--- config.mk ---
export PLATFORM = sky130hd
export DESIGN_NAME = serial_link_error_irq_monitor
export DESIGN_NICKNAME = d
export VERILOG_FILES = /design/src/hw/serial_link_mon_pkg.sv /design/src/hw/serial_link_error_irq_monitor.sv
export SDC_FILE = /design/constraint.sdc
export NUM_CORES = 2
export LEC_CHECK = 0
export ABC_AREA = 1
export ABC_CLOCK_PERIOD_IN_PS = 5200
export BUFFER_PORTS_ARGS = -buffer_cell sky130_fd_sc_hd__clkbuf_2
export CORE_UTILIZATION = 41
export DETAILED_ROUTE_END_ITERATION = 8
export PLACE_DENSITY_LB_ADDON = 0.12
export SLEW_MARGIN = 10
export SYNTH_ARGS = -nofsm -noshare
export SYNTH_HDL_FRONTEND = slang
export SYNTH_SLANG_ARGS = --single-unit
--- constraint.sdc ---
create_clock -name clk_i -period 5.2 [get_ports clk_i]
set_input_delay 0.26 -clock clk_i [delete_from_list [all_inputs] [get_ports clk_i]]
set_output_delay 0.26 -clock clk_i [all_outputs]
set_load 0.1 [all_outputs]
--- src/hw/serial_link_mon_pkg.sv ---
package serial_link_mon_pkg;
	localparam int LANES = 8;
	localparam int NTYPES = 3;
	localparam int NPARAM = 14;
	localparam int NSUM = 13;
	// register byte addresses
	localparam logic [11:0] A_CHK_MODE = 12'h300;
	localparam logic [11:0] A_PULSE = 12'h312;
	localparam logic [11:0] A_CGS = 12'h470;
	localparam logic [11:0] A_FRAME = 12'h471;
	localparam logic [11:0] A_CHKOK = 12'h472;
	localparam logic [11:0] A_ILAS = 12'h473;
	localparam logic [11:0] A_LIMIT = 12'h47C;
	localparam logic [11:0] A_RSMASK = 12'h47D;
	localparam logic [11:0] A_LANE_CTRL = 12'h480;
	localparam logic [11:0] A_LANE_HOLD = 12'h488;
	localparam logic [11:0] A_LANE_REACH = 12'h490;
	localparam logic [11:0] A_IEN_MAIN = 12'h4B8;
	localparam logic [11:0] A_IEN_EXTRA = 12'h4B9;
	localparam logic [11:0] A_IST_MAIN = 12'h4BA;
	localparam logic [11:0] A_IST_EXTRA = 12'h4BB;
	// field positions
	localparam int CHK_MODE_BIT = 6;
	localparam int PULSE_SEL_LSB = 4;
	localparam int LANE_EN_LSB = 3;
	localparam int LANE_ACTIVE_BIT = 3;
	localparam int IRQ_ERR_LSB = 5;
	localparam int T_BDE = 0;
	localparam int T_NIT = 1;
	localparam int T_UEK = 2;
	// reset values and counter maximum
	localparam logic [7:0] LIMIT_RST = 8'hFF;
	localparam logic [2:0] RSMASK_RST = 3'h7;
	localparam logic [5:0] LANE_CTRL_RST = 6'h3F;
	localparam logic [7:0] IEN_MAIN_RST = 8'h00;
	localparam logic IEN_EXTRA_RST = 1'b1;
	localparam logic [7:0] CNT_MAX = 8'hFF;
	// link timing in frames and octets, and the disparity error count that forces reinit
	localparam logic [2:0] BDE_REINIT_COUNT = 3'h4;
	localparam int RESYNC_FRAMES = 5;
	localparam int RESYNC_OCTETS = 9;
	localparam int OCTETS_PER_PCLK = 4;
	localparam logic [3:0] SEL_F1 = 4'h0;
	localparam logic [3:0] SEL_F2 = 4'h1;
	localparam logic [3:0] SEL_F4 = 4'h2;
	// received parameter byte indices
	localparam int B_DID = 0;
	localparam int B_BID = 1;
	localparam int B_SCR_L = 3;
	localparam int B_F = 4;
	localparam int B_K = 5;
	localparam int B_M = 6;
	localparam int B_N = 7;
	localparam int B_NP = 8;
	localparam int B_S = 9;
	localparam int B_HD = 10;

	typedef enum logic {LS_RUN = 1'b0, LS_RESYNC = 1'b1} link_state_t;
	typedef struct packed {
		logic [11:0] addr;
		logic [7:0] wdata;
		logic wr;
		logic rd;
	} reg_req_t;
	typedef struct packed {
		logic [LANES-1:0] unexpected_control_char_error;
		logic [LANES-1:0] not_in_table_error;
		logic [LANES-1:0] bde;
	} lane_err_t;
	typedef struct packed {
		logic [LANES-1:0] cgs;
		logic [LANES-1:0] frame;
		logic [LANES-1:0] ilas;
		logic [4:0] fail;
	} lane_stat_t;
	typedef struct packed {
		logic [NPARAM-1:0][7:0] rx;
		logic [NPARAM-1:0][7:0] cfg;
		logic [LANES-1:0][7:0] rx_sum;
		logic [LANES-1:0][4:0] lid;
	} ilas_t;
endpackage

--- src/hw/serial_link_error_irq_monitor.sv ---
`timescale 1ns/100ps
// How it works
// - irq enables for error over-threshold, bits 7:5
// - bring-up and mismatch enables set by one
// - status bit sits where its enable sits
// - any char error pulses sync request low
// - pulse width select field, bits 7:4
// - enabled over-threshold sets status bits 7:5
// - four disparity errors reinitialize the link
// - reinit sync request: five frames nine octets
// - per-lane monitor enables, reset to on
// - masked counter at threshold requests resync
// - resync mask: uek bit2, nit bit1, bde bit0
// - reinit clears counters, keeps irq status
// - comma lock flag per lane
// - frame alignment flag per lane
// - checksum ok when received equals computed
// - mode 0 sums the parameter fields
// - mode 1 sums parameter bytes plus lane id
// - lane alignment flag per lane
// - bring-up failures set status, write one clears
// - mismatch enable on after reset, w1c status
// - mismatch when local and received params differ
// - hold bit stops counter at max, else wraps
// - one shared threshold, reset to max
// - writing zero to reset bit clears counter
module serial_link_error_irq_monitor (
	input wire logic clk_i,
	input wire logic rst_n_i,
	input wire serial_link_mon_pkg::reg_req_t reg_req_i,
	output logic [7:0] reg_rdata_o,
	input wire serial_link_mon_pkg::lane_err_t lane_err_i,
	input wire serial_link_mon_pkg::lane_stat_t lane_stat_i,
	input wire serial_link_mon_pkg::ilas_t ilas_i,
	output logic sync_request_out_n_o,
	output logic link_reinit_o
);
	import serial_link_mon_pkg::*;

	typedef struct packed {
		logic chk_mode;
		logic [7:0] pulse_cfg;
		logic [7:0] limit;
		logic [2:0] rs_mask;
		logic [7:0] ien_main;
		logic ien_extra;
		logic [7:0] ist_main;
		logic ist_extra;
		logic [LANES-1:0][5:0] lane_ctrl;
		logic [LANES-1:0][2:0] hold;
		logic [LANES-1:0][2:0] reached;
		logic [LANES-1:0][NTYPES-1:0][7:0] cnt;
		logic [LANES-1:0] chk_ok;
		logic [2:0] bde_run;
		logic [1:0] pulse_cnt;
		logic [3:0] resync_cnt;
		link_state_t state;
		logic reinit;
		logic sync_n;
		logic [7:0] rdata;
	} mon_state_t;

	mon_state_t st_ff;
	mon_state_t nxt_st;

	////////////////////////////////////////////////////////////////////////
	// helpers

	// octets per frame for the selected pulse setting
	function automatic int frame_octets(input logic [3:0] sel);
		case (sel)
			SEL_F2: frame_octets = 2;
			SEL_F4: frame_octets = 4;
			default: frame_octets = 1;
		endcase
	endfunction

	// least whole cycles covering five frames plus nine octets
	function automatic logic [3:0] resync_cycles(input logic [3:0] sel);
		int oct;
		oct = RESYNC_FRAMES * frame_octets(sel) + RESYNC_OCTETS;
		resync_cycles = 4'((oct + OCTETS_PER_PCLK - 1) / OCTETS_PER_PCLK);
	endfunction

	// half a cycle cannot be made on one edge; it rounds up to one
	function automatic logic [1:0] pulse_cycles(input logic [3:0] sel);
		pulse_cycles = (sel == SEL_F4) ? 2'h2 : 2'h1;
	endfunction

	function automatic logic [7:0] lane_checksum(input ilas_t p, input int ln, input logic mode);
		logic [7:0] s;
		s = 8'h00;
		if (mode) begin
			for (int b = 0; b < NSUM; b++) begin
				s = s + p.rx[b];
			end
			s = s + 8'(p.lid[ln]);
		end else begin
			s = p.rx[B_DID] + 8'(p.rx[B_BID][3:0]) + 8'(p.lid[ln]);
			s = s + 8'(p.rx[B_SCR_L][7]) + 8'(p.rx[B_SCR_L][4:0]);
			s = s + p.rx[B_F] + 8'(p.rx[B_K][4:0]) + p.rx[B_M];
			s = s + 8'(p.rx[B_N][4:0]) + 8'(p.rx[B_NP][7:5]) + 8'(p.rx[B_NP][4:0]);
			s = s + 8'(p.rx[B_S][7:5]) + 8'(p.rx[B_S][4:0]) + 8'(p.rx[B_HD][7]);
		end
		lane_checksum = s;
	endfunction

	////////////////////////////////////////////////////////////////////////
	// next state

	logic [NTYPES-1:0][LANES-1:0] err_hit;
	logic [NTYPES-1:0] reach_evt;
	logic [2:0] bde_sum;
	logic [3:0] bde_tot;
	logic wr_lane_ctrl;
	logic wr_lane_hold;
	logic [2:0] lane_sel;
	logic mismatch;
	logic trigger;

	always_comb begin
		nxt_st = st_ff;
		err_hit = {lane_err_i.unexpected_control_char_error, lane_err_i.not_in_table_error, lane_err_i.bde};
		reach_evt = '0;
		bde_sum = '0;
		lane_sel = reg_req_i.addr[2:0];
		wr_lane_ctrl = reg_req_i.wr && (reg_req_i.addr[11:3] == A_LANE_CTRL[11:3]);
		wr_lane_hold = reg_req_i.wr && (reg_req_i.addr[11:3] == A_LANE_HOLD[11:3]);
		mismatch = (ilas_i.cfg != ilas_i.rx);
		nxt_st.reinit = 1'b0;

		// software writes
		if (reg_req_i.wr) begin
			case (reg_req_i.addr)
				A_CHK_MODE: nxt_st.chk_mode = reg_req_i.wdata[CHK_MODE_BIT];
				A_PULSE: nxt_st.pulse_cfg = reg_req_i.wdata;
				A_LIMIT: nxt_st.limit = reg_req_i.wdata;
				A_RSMASK: nxt_st.rs_mask = reg_req_i.wdata[2:0];
				A_IEN_MAIN: nxt_st.ien_main = reg_req_i.wdata;
				A_IEN_EXTRA: nxt_st.ien_extra = reg_req_i.wdata[0];
				A_IST_MAIN: nxt_st.ist_main = st_ff.ist_main & ~reg_req_i.wdata;
				A_IST_EXTRA: nxt_st.ist_extra = st_ff.ist_extra & ~reg_req_i.wdata[0];
				default: ;
			endcase
		end
		if (wr_lane_ctrl) begin
			nxt_st.lane_ctrl[lane_sel] = reg_req_i.wdata[5:0];
		end
		if (wr_lane_hold) begin
			nxt_st.hold[lane_sel] = reg_req_i.wdata[2:0];
		end

		// error counters
		for (int l = 0; l < LANES; l++) begin
			for (int t = 0; t < NTYPES; t++) begin
				if (err_hit[t][l] && st_ff.lane_ctrl[l][LANE_EN_LSB + t]) begin
					if (st_ff.cnt[l][t] == CNT_MAX) begin
						nxt_st.cnt[l][t] = st_ff.hold[l][t] ? CNT_MAX : '0;
					end else begin
						nxt_st.cnt[l][t] = st_ff.cnt[l][t] + 8'h01;
					end
					if (nxt_st.cnt[l][t] == st_ff.limit) begin
						reach_evt[t] = 1'b1;
						nxt_st.reached[l][t] = 1'b1;
					end
				end
				if (wr_lane_ctrl && lane_sel == 3'(l) && !reg_req_i.wdata[t]) begin
					nxt_st.cnt[l][t] = '0;
					nxt_st.reached[l][t] = 1'b0;
				end
			end
			bde_sum = bde_sum + 3'(lane_err_i.bde[l]);
		end

		// four invalid disparity characters since the last reinit
		bde_tot = 4'(st_ff.bde_run) + 4'(bde_sum);
		nxt_st.bde_run = (bde_tot >= 4'(BDE_REINIT_COUNT)) ? BDE_REINIT_COUNT : bde_tot[2:0];
		trigger = (st_ff.state == LS_RUN) && ((bde_tot >= 4'(BDE_REINIT_COUNT))
			|| |(reach_evt & st_ff.rs_mask));

		// sticky interrupt status; a new event beats a same-cycle clear
		nxt_st.ist_main[7:IRQ_ERR_LSB] = nxt_st.ist_main[7:IRQ_ERR_LSB]
			| (reach_evt & st_ff.ien_main[7:IRQ_ERR_LSB]);
		nxt_st.ist_main[4:0] = nxt_st.ist_main[4:0]
			| (lane_stat_i.fail & st_ff.ien_main[4:0]);
		nxt_st.ist_extra = nxt_st.ist_extra | (mismatch & st_ff.ien_extra);

		// checksum flags
		for (int l = 0; l < LANES; l++) begin
			nxt_st.chk_ok[l] = (ilas_i.rx_sum[l] == lane_checksum(ilas_i, l, st_ff.chk_mode));
		end

		// error pulse on the sync request line
		if (|err_hit) begin
			nxt_st.pulse_cnt = pulse_cycles(st_ff.pulse_cfg[7:PULSE_SEL_LSB]);
		end else if (st_ff.pulse_cnt != '0) begin
			nxt_st.pulse_cnt = st_ff.pulse_cnt - 2'h1;
		end

		// link reinitialization
		case (st_ff.state)
			LS_RUN: begin
				if (trigger) begin
					nxt_st.state = LS_RESYNC;
					nxt_st.resync_cnt = resync_cycles(st_ff.pulse_cfg[7:PULSE_SEL_LSB]);
					nxt_st.reinit = 1'b1;
					nxt_st.cnt = '0;
					nxt_st.reached = '0;
					nxt_st.bde_run = '0;
				end
			end
			LS_RESYNC: begin
				nxt_st.resync_cnt = st_ff.resync_cnt - 4'h1;
				if (st_ff.resync_cnt == 4'h1) begin
					nxt_st.state = LS_RUN;
				end
			end
			default: nxt_st.state = LS_RUN;
		endcase
		nxt_st.sync_n = !((nxt_st.pulse_cnt != '0) || (nxt_st.state == LS_RESYNC));

		// read data stands in the cycle after the strobe
		nxt_st.rdata = '0;
		if (reg_req_i.rd) begin
			case (reg_req_i.addr)
				A_CHK_MODE: nxt_st.rdata[CHK_MODE_BIT] = st_ff.chk_mode;
				A_PULSE: nxt_st.rdata = st_ff.pulse_cfg;
				A_CGS: nxt_st.rdata = lane_stat_i.cgs;
				A_FRAME: nxt_st.rdata = lane_stat_i.frame;
				A_CHKOK: nxt_st.rdata = st_ff.chk_ok;
				A_ILAS: nxt_st.rdata = lane_stat_i.ilas;
				A_LIMIT: nxt_st.rdata = st_ff.limit;
				A_RSMASK: nxt_st.rdata = {5'h00, st_ff.rs_mask};
				A_IEN_MAIN: nxt_st.rdata = st_ff.ien_main;
				A_IEN_EXTRA: nxt_st.rdata = {7'h00, st_ff.ien_extra};
				A_IST_MAIN: nxt_st.rdata = st_ff.ist_main;
				A_IST_EXTRA: nxt_st.rdata = {7'h00, st_ff.ist_extra};
				default: begin
					if (reg_req_i.addr[11:3] == A_LANE_CTRL[11:3]) begin
						nxt_st.rdata = {2'h0, st_ff.lane_ctrl[lane_sel]};
					end else if (reg_req_i.addr[11:3] == A_LANE_HOLD[11:3]) begin
						nxt_st.rdata = {5'h00, st_ff.hold[lane_sel]};
					end else if (reg_req_i.addr[11:3] == A_LANE_REACH[11:3]) begin
						nxt_st.rdata = {4'h0, lane_stat_i.cgs[lane_sel], st_ff.reached[lane_sel]};
					end
				end
			endcase
		end
	end

	////////////////////////////////////////////////////////////////////////
	// state register

	always_ff @(posedge clk_i or negedge rst_n_i) begin
		if (!rst_n_i) begin
			st_ff <= '0;
			st_ff.limit <= LIMIT_RST;
			st_ff.rs_mask <= RSMASK_RST;
			st_ff.ien_main <= IEN_MAIN_RST;
			st_ff.ien_extra <= IEN_EXTRA_RST;
			st_ff.lane_ctrl <= {LANES{LANE_CTRL_RST}};
			st_ff.state <= LS_RUN;
			st_ff.sync_n <= 1'b1;
		end else begin
			st_ff <= nxt_st;
		end
	end

	assign reg_rdata_o = st_ff.rdata;
	assign sync_request_out_n_o = st_ff.sync_n;
	assign link_reinit_o = st_ff.reinit;
endmodule // serial_link_error_irq_monitor

==> impl_metrics.tcl <==
set metrics [dict create \
    run_status "finished, final reports clean" \
    yosysWarningCount 0 \
    synth_enable_flop_cells 0 \
    synthTopCellsByCount "sky130_fd_sc_hd__nand2_1, sky130_fd_sc_hd__inv_1, sky130_fd_sc_hd__nor2_1, sky130_fd_sc_hd__nand3_1, sky130_fd_sc_hd__fa_1" \
    p_leak_nw 23.7 \
    numPortBuffers 414 \
    height_of_the_die_um 319 \
    rsz0062_at_grt "yes" \
    clock-root-buffer "sky130_fd_sc_hd__clkbuf_16" \
    initial_core_util_pct 41.3 \
    fin_crit_ps 5010 \
    die_area_um2 102000 \
    grt-busiest-layer "met2" \
    max_clock_freq_mhz 200 \
    globalRouteMet1Util_pct 37.9 \
    worst_vdd_drop_uv 1320 \
    grt_first_pass_wirelength_um 228000 \
    post_route_antenna_net_violation_count 0 \
    gpl.final_weighted_congestion 0.942 \
    timing.critical_path.fanout_max 8 \
    worst-endpoint-required_ps 5750 \
    route.vias.total 39619 \
    routed_wirelength_um 149000 \
    number_of_global_route_vias_before_repair 38627 \
    row_count 116 \
    stdcell_count 7721 \
    min_path_type "input pin to flop" \
    initial_antenna_violation_count 17 \
    placedCellCount 7598 \
    worst_hold_launch "ilas_i[93]" \
    regArea_um2 8940 \
    seq_area_frac_synth_pct 21.6 \
    grt_max_degree 117 \
    num-fill-cells 10098 \
    gr-total-overflow 0 \
    ys_dominant_reg_cell "sky130_fd_sc_hd__dfrtp_1" \
    wl_per_cell_um 19.3 \
    fin_worst_hold_slack_ps 28.5 \
    final_core_utilization_pct 48.7 \
    grt_util_all_layers_pct 29.1 \
    final-setup-viol-count 0 \
    per_instance_average_area_after_synthesis_um2 7.10 \
    clock_path_buffers 3 \
    inserted_clock_buffers 47 \
    drt_first_iter_violations 2826 \
    final_hold_violations 0 \
    synthCells 5816 \
    multiInputGateArea_um2 28500 \
    drive_above_1_share_pct 16.8 \
    power.density_cell_area_nw_per_um2 846 \
    syn_area_um2 41300 \
    yosysMostFrequentCell "sky130_fd_sc_hd__nand2_1" \
    ioPinCount 415 \
    r2r_startpoint "st_ff[341]" \
    worst-setup-path-type "input pin to flop" \
    die-width_um 319 \
    max-slew-margin-rel_pct 28.9 \
    synth_seq_cells 354 \
    cp-end-kind "flop" \
    cap_viol_max_count 0 \
    synth_area_leaders "sky130_fd_sc_hd__dfrtp_1, sky130_fd_sc_hd__nand2_1, sky130_fd_sc_hd__fa_1" \
    cts.clk_slew.worst_paths_ps 70 \
    final_critical_path_setup_slack_ps 188 \
    numClockSinks 354 \
    dp_hpwl_um 116000 \
    placeableCoreArea_um2 100000 \
    remaining_drc_errors 0 \
    worst_r2r_path_depth 18 \
    worst_margin_slew_ps 1060 \
    area.growth.synth_to_final_pct 17.9 \
    drt-vias-per-instance 5.13 \
    asyncSetResetFlopFracSynth_pct 100 \
    netlist.top_cell.by_area "sky130_fd_sc_hd__dfrtp_1" \
    critical_path_arrival_ps 5570 \
    startpoint "ilas_i[258]" \
    timing.clock.skew_ps 33.5 \
    setup.worst_path.start_class "input pin" \
    dr.pass1.iters 6 \
    number_of_unique_standard_cell_types_used_by_synthesis 60 \
    worst_skew_pair.late_latency_ps 630 \
    netlist.area_leader.share_pct 17.8 \
    fin_nets 7273 \
    fin_crit_sh_pct 96.4 \
    preCtsSetupSlack_ps -536 \
    met2_usage_pct 49.7 \
    rrSetupSlack_ps 1170 \
    h-tree-depth 2 \
    mappedNetlistNets 6712 \
    timing.hold.worst_path_depth 6 \
    tritoncts "yes" \
    grt.met3_usage_pct 3.89 \
    timing.final.max_slew_violations 0 \
]
-- final timing paths --
check                             end
setup / recovery            st_ff[23]
hold / removal              st_ff[26]
setup reg to reg           st_ff[236]
hold reg to reg            st_ff[298]
max in group asynchronous   st_ff[78]
min in group asynchronous   st_ff[73]
-- worst max-delay path, stage by stage --
cell and delay [ps]:
sky130_fd_sc_hd__buf_4 130, sky130_fd_sc_hd__fa_1 560, sky130_fd_sc_hd__inv_2 50, sky130_fd_sc_hd__fa_1 530, sky130_fd_sc_hd__fa_1 450, sky130_fd_sc_hd__fa_1 570, sky130_fd_sc_hd__inv_2 40, sky130_fd_sc_hd__fa_1 560
sky130_fd_sc_hd__ha_4 150, sky130_fd_sc_hd__fa_2 450, sky130_fd_sc_hd__buf_12 170, sky130_fd_sc_hd__ha_1 300, sky130_fd_sc_hd__inv_1 70, sky130_fd_sc_hd__o21ai_2 160, sky130_fd_sc_hd__a21oi_1 80, sky130_fd_sc_hd__or2_2 280
sky130_fd_sc_hd__o21ai_0 130, sky130_fd_sc_hd__o21ai_0 120, sky130_fd_sc_hd__and2_1 170, sky130_fd_sc_hd__nor3_2 170, sky130_fd_sc_hd__nand2_1 70, sky130_fd_sc_hd__nor2_1 80
-- cell type report --
cell class	instances	share of cell area (%)
diodes	7	0.0360
well taps	1298	3.34
flip-flops and latches	354	18.4
clock inverters	19	0.501
repair buffers	687	9.40
multi-input cells	4420	58.6
clock buffers	69	3.06
inverters	867	6.71
-- layer usage --
metal,part of all wire (%),up-vias,routed length (um)
met5,0.085,-,126
met4,3.4,18,5050
met3,5.3,249,7820
met2,48,1047,71000
met1,44,18633,64800
li1,-,19672,-
-- repair_timing --
| item | in CTS | in global routing |
|---|---|---|
| resized for setup | 0 | 81 |
| setup buffers | 0 | 2 |
| endpoints found under the setup margin | 0 | 8 |
| endpoints found under the hold margin | 73 | 0 |
| hold buffers | 26 | 0 |
-- layout by cell type (no fill, tap or decap), drive strengths merged, types with 106 or more instances in the layout --
cell	count
fa	306
xnor2	151
inv	822
ha	185
buf	249
a21oi	108
nor2	616
clkbuf	481
o21ai	290
dfrtp	293
nand4	106
nand3	404
nand2	1723
o211ai	197
-- where the power goes --
part	internal, W	switching, W	leakage [nW]
clock	0.00220	0.00145	0.859
combinational	0.0153	0.0193	18.1
sequential	0.00288	0.000154	4.69
-- cell families after synthesis --
kind of cell               after synthesis  synth area share, %
xor gates and xnor gates               256                 5.45
and+or+nand+nor                       2970                 32.0
AOI/OAI and AO/OA                      702                 10.3
buffers and inverters                 1042                 10.2
adders and majority gates              491                 20.4
DFF                                    354                 21.6
muxes                                    1               0.0242
-- stage by stage --
step / setup TNS, ps / total power (W) / cell area [um2]
4_1_cts: 0 / 0.0392 / 48400
2_1_floorplan: -20.3 / 0.0244 / 41400
5_1_grt: -63.9 / 0.0459 / 48700
3_3_place_gp: -3360 / 0.0348 / 46400
3_5_place_dp: -3750 / 0.0352 / 46400
6_report: 0 / 0.0412 / 48700
-- flip-flops by register name (all words and copies together), names as in the netlist --
signal / flops
sync_request_out_n_o: 1
st_ff: 344
reg_rdata_o: 8
link_reinit_o: 1
No activity file was read; power rests on OpenSTA's default activity.
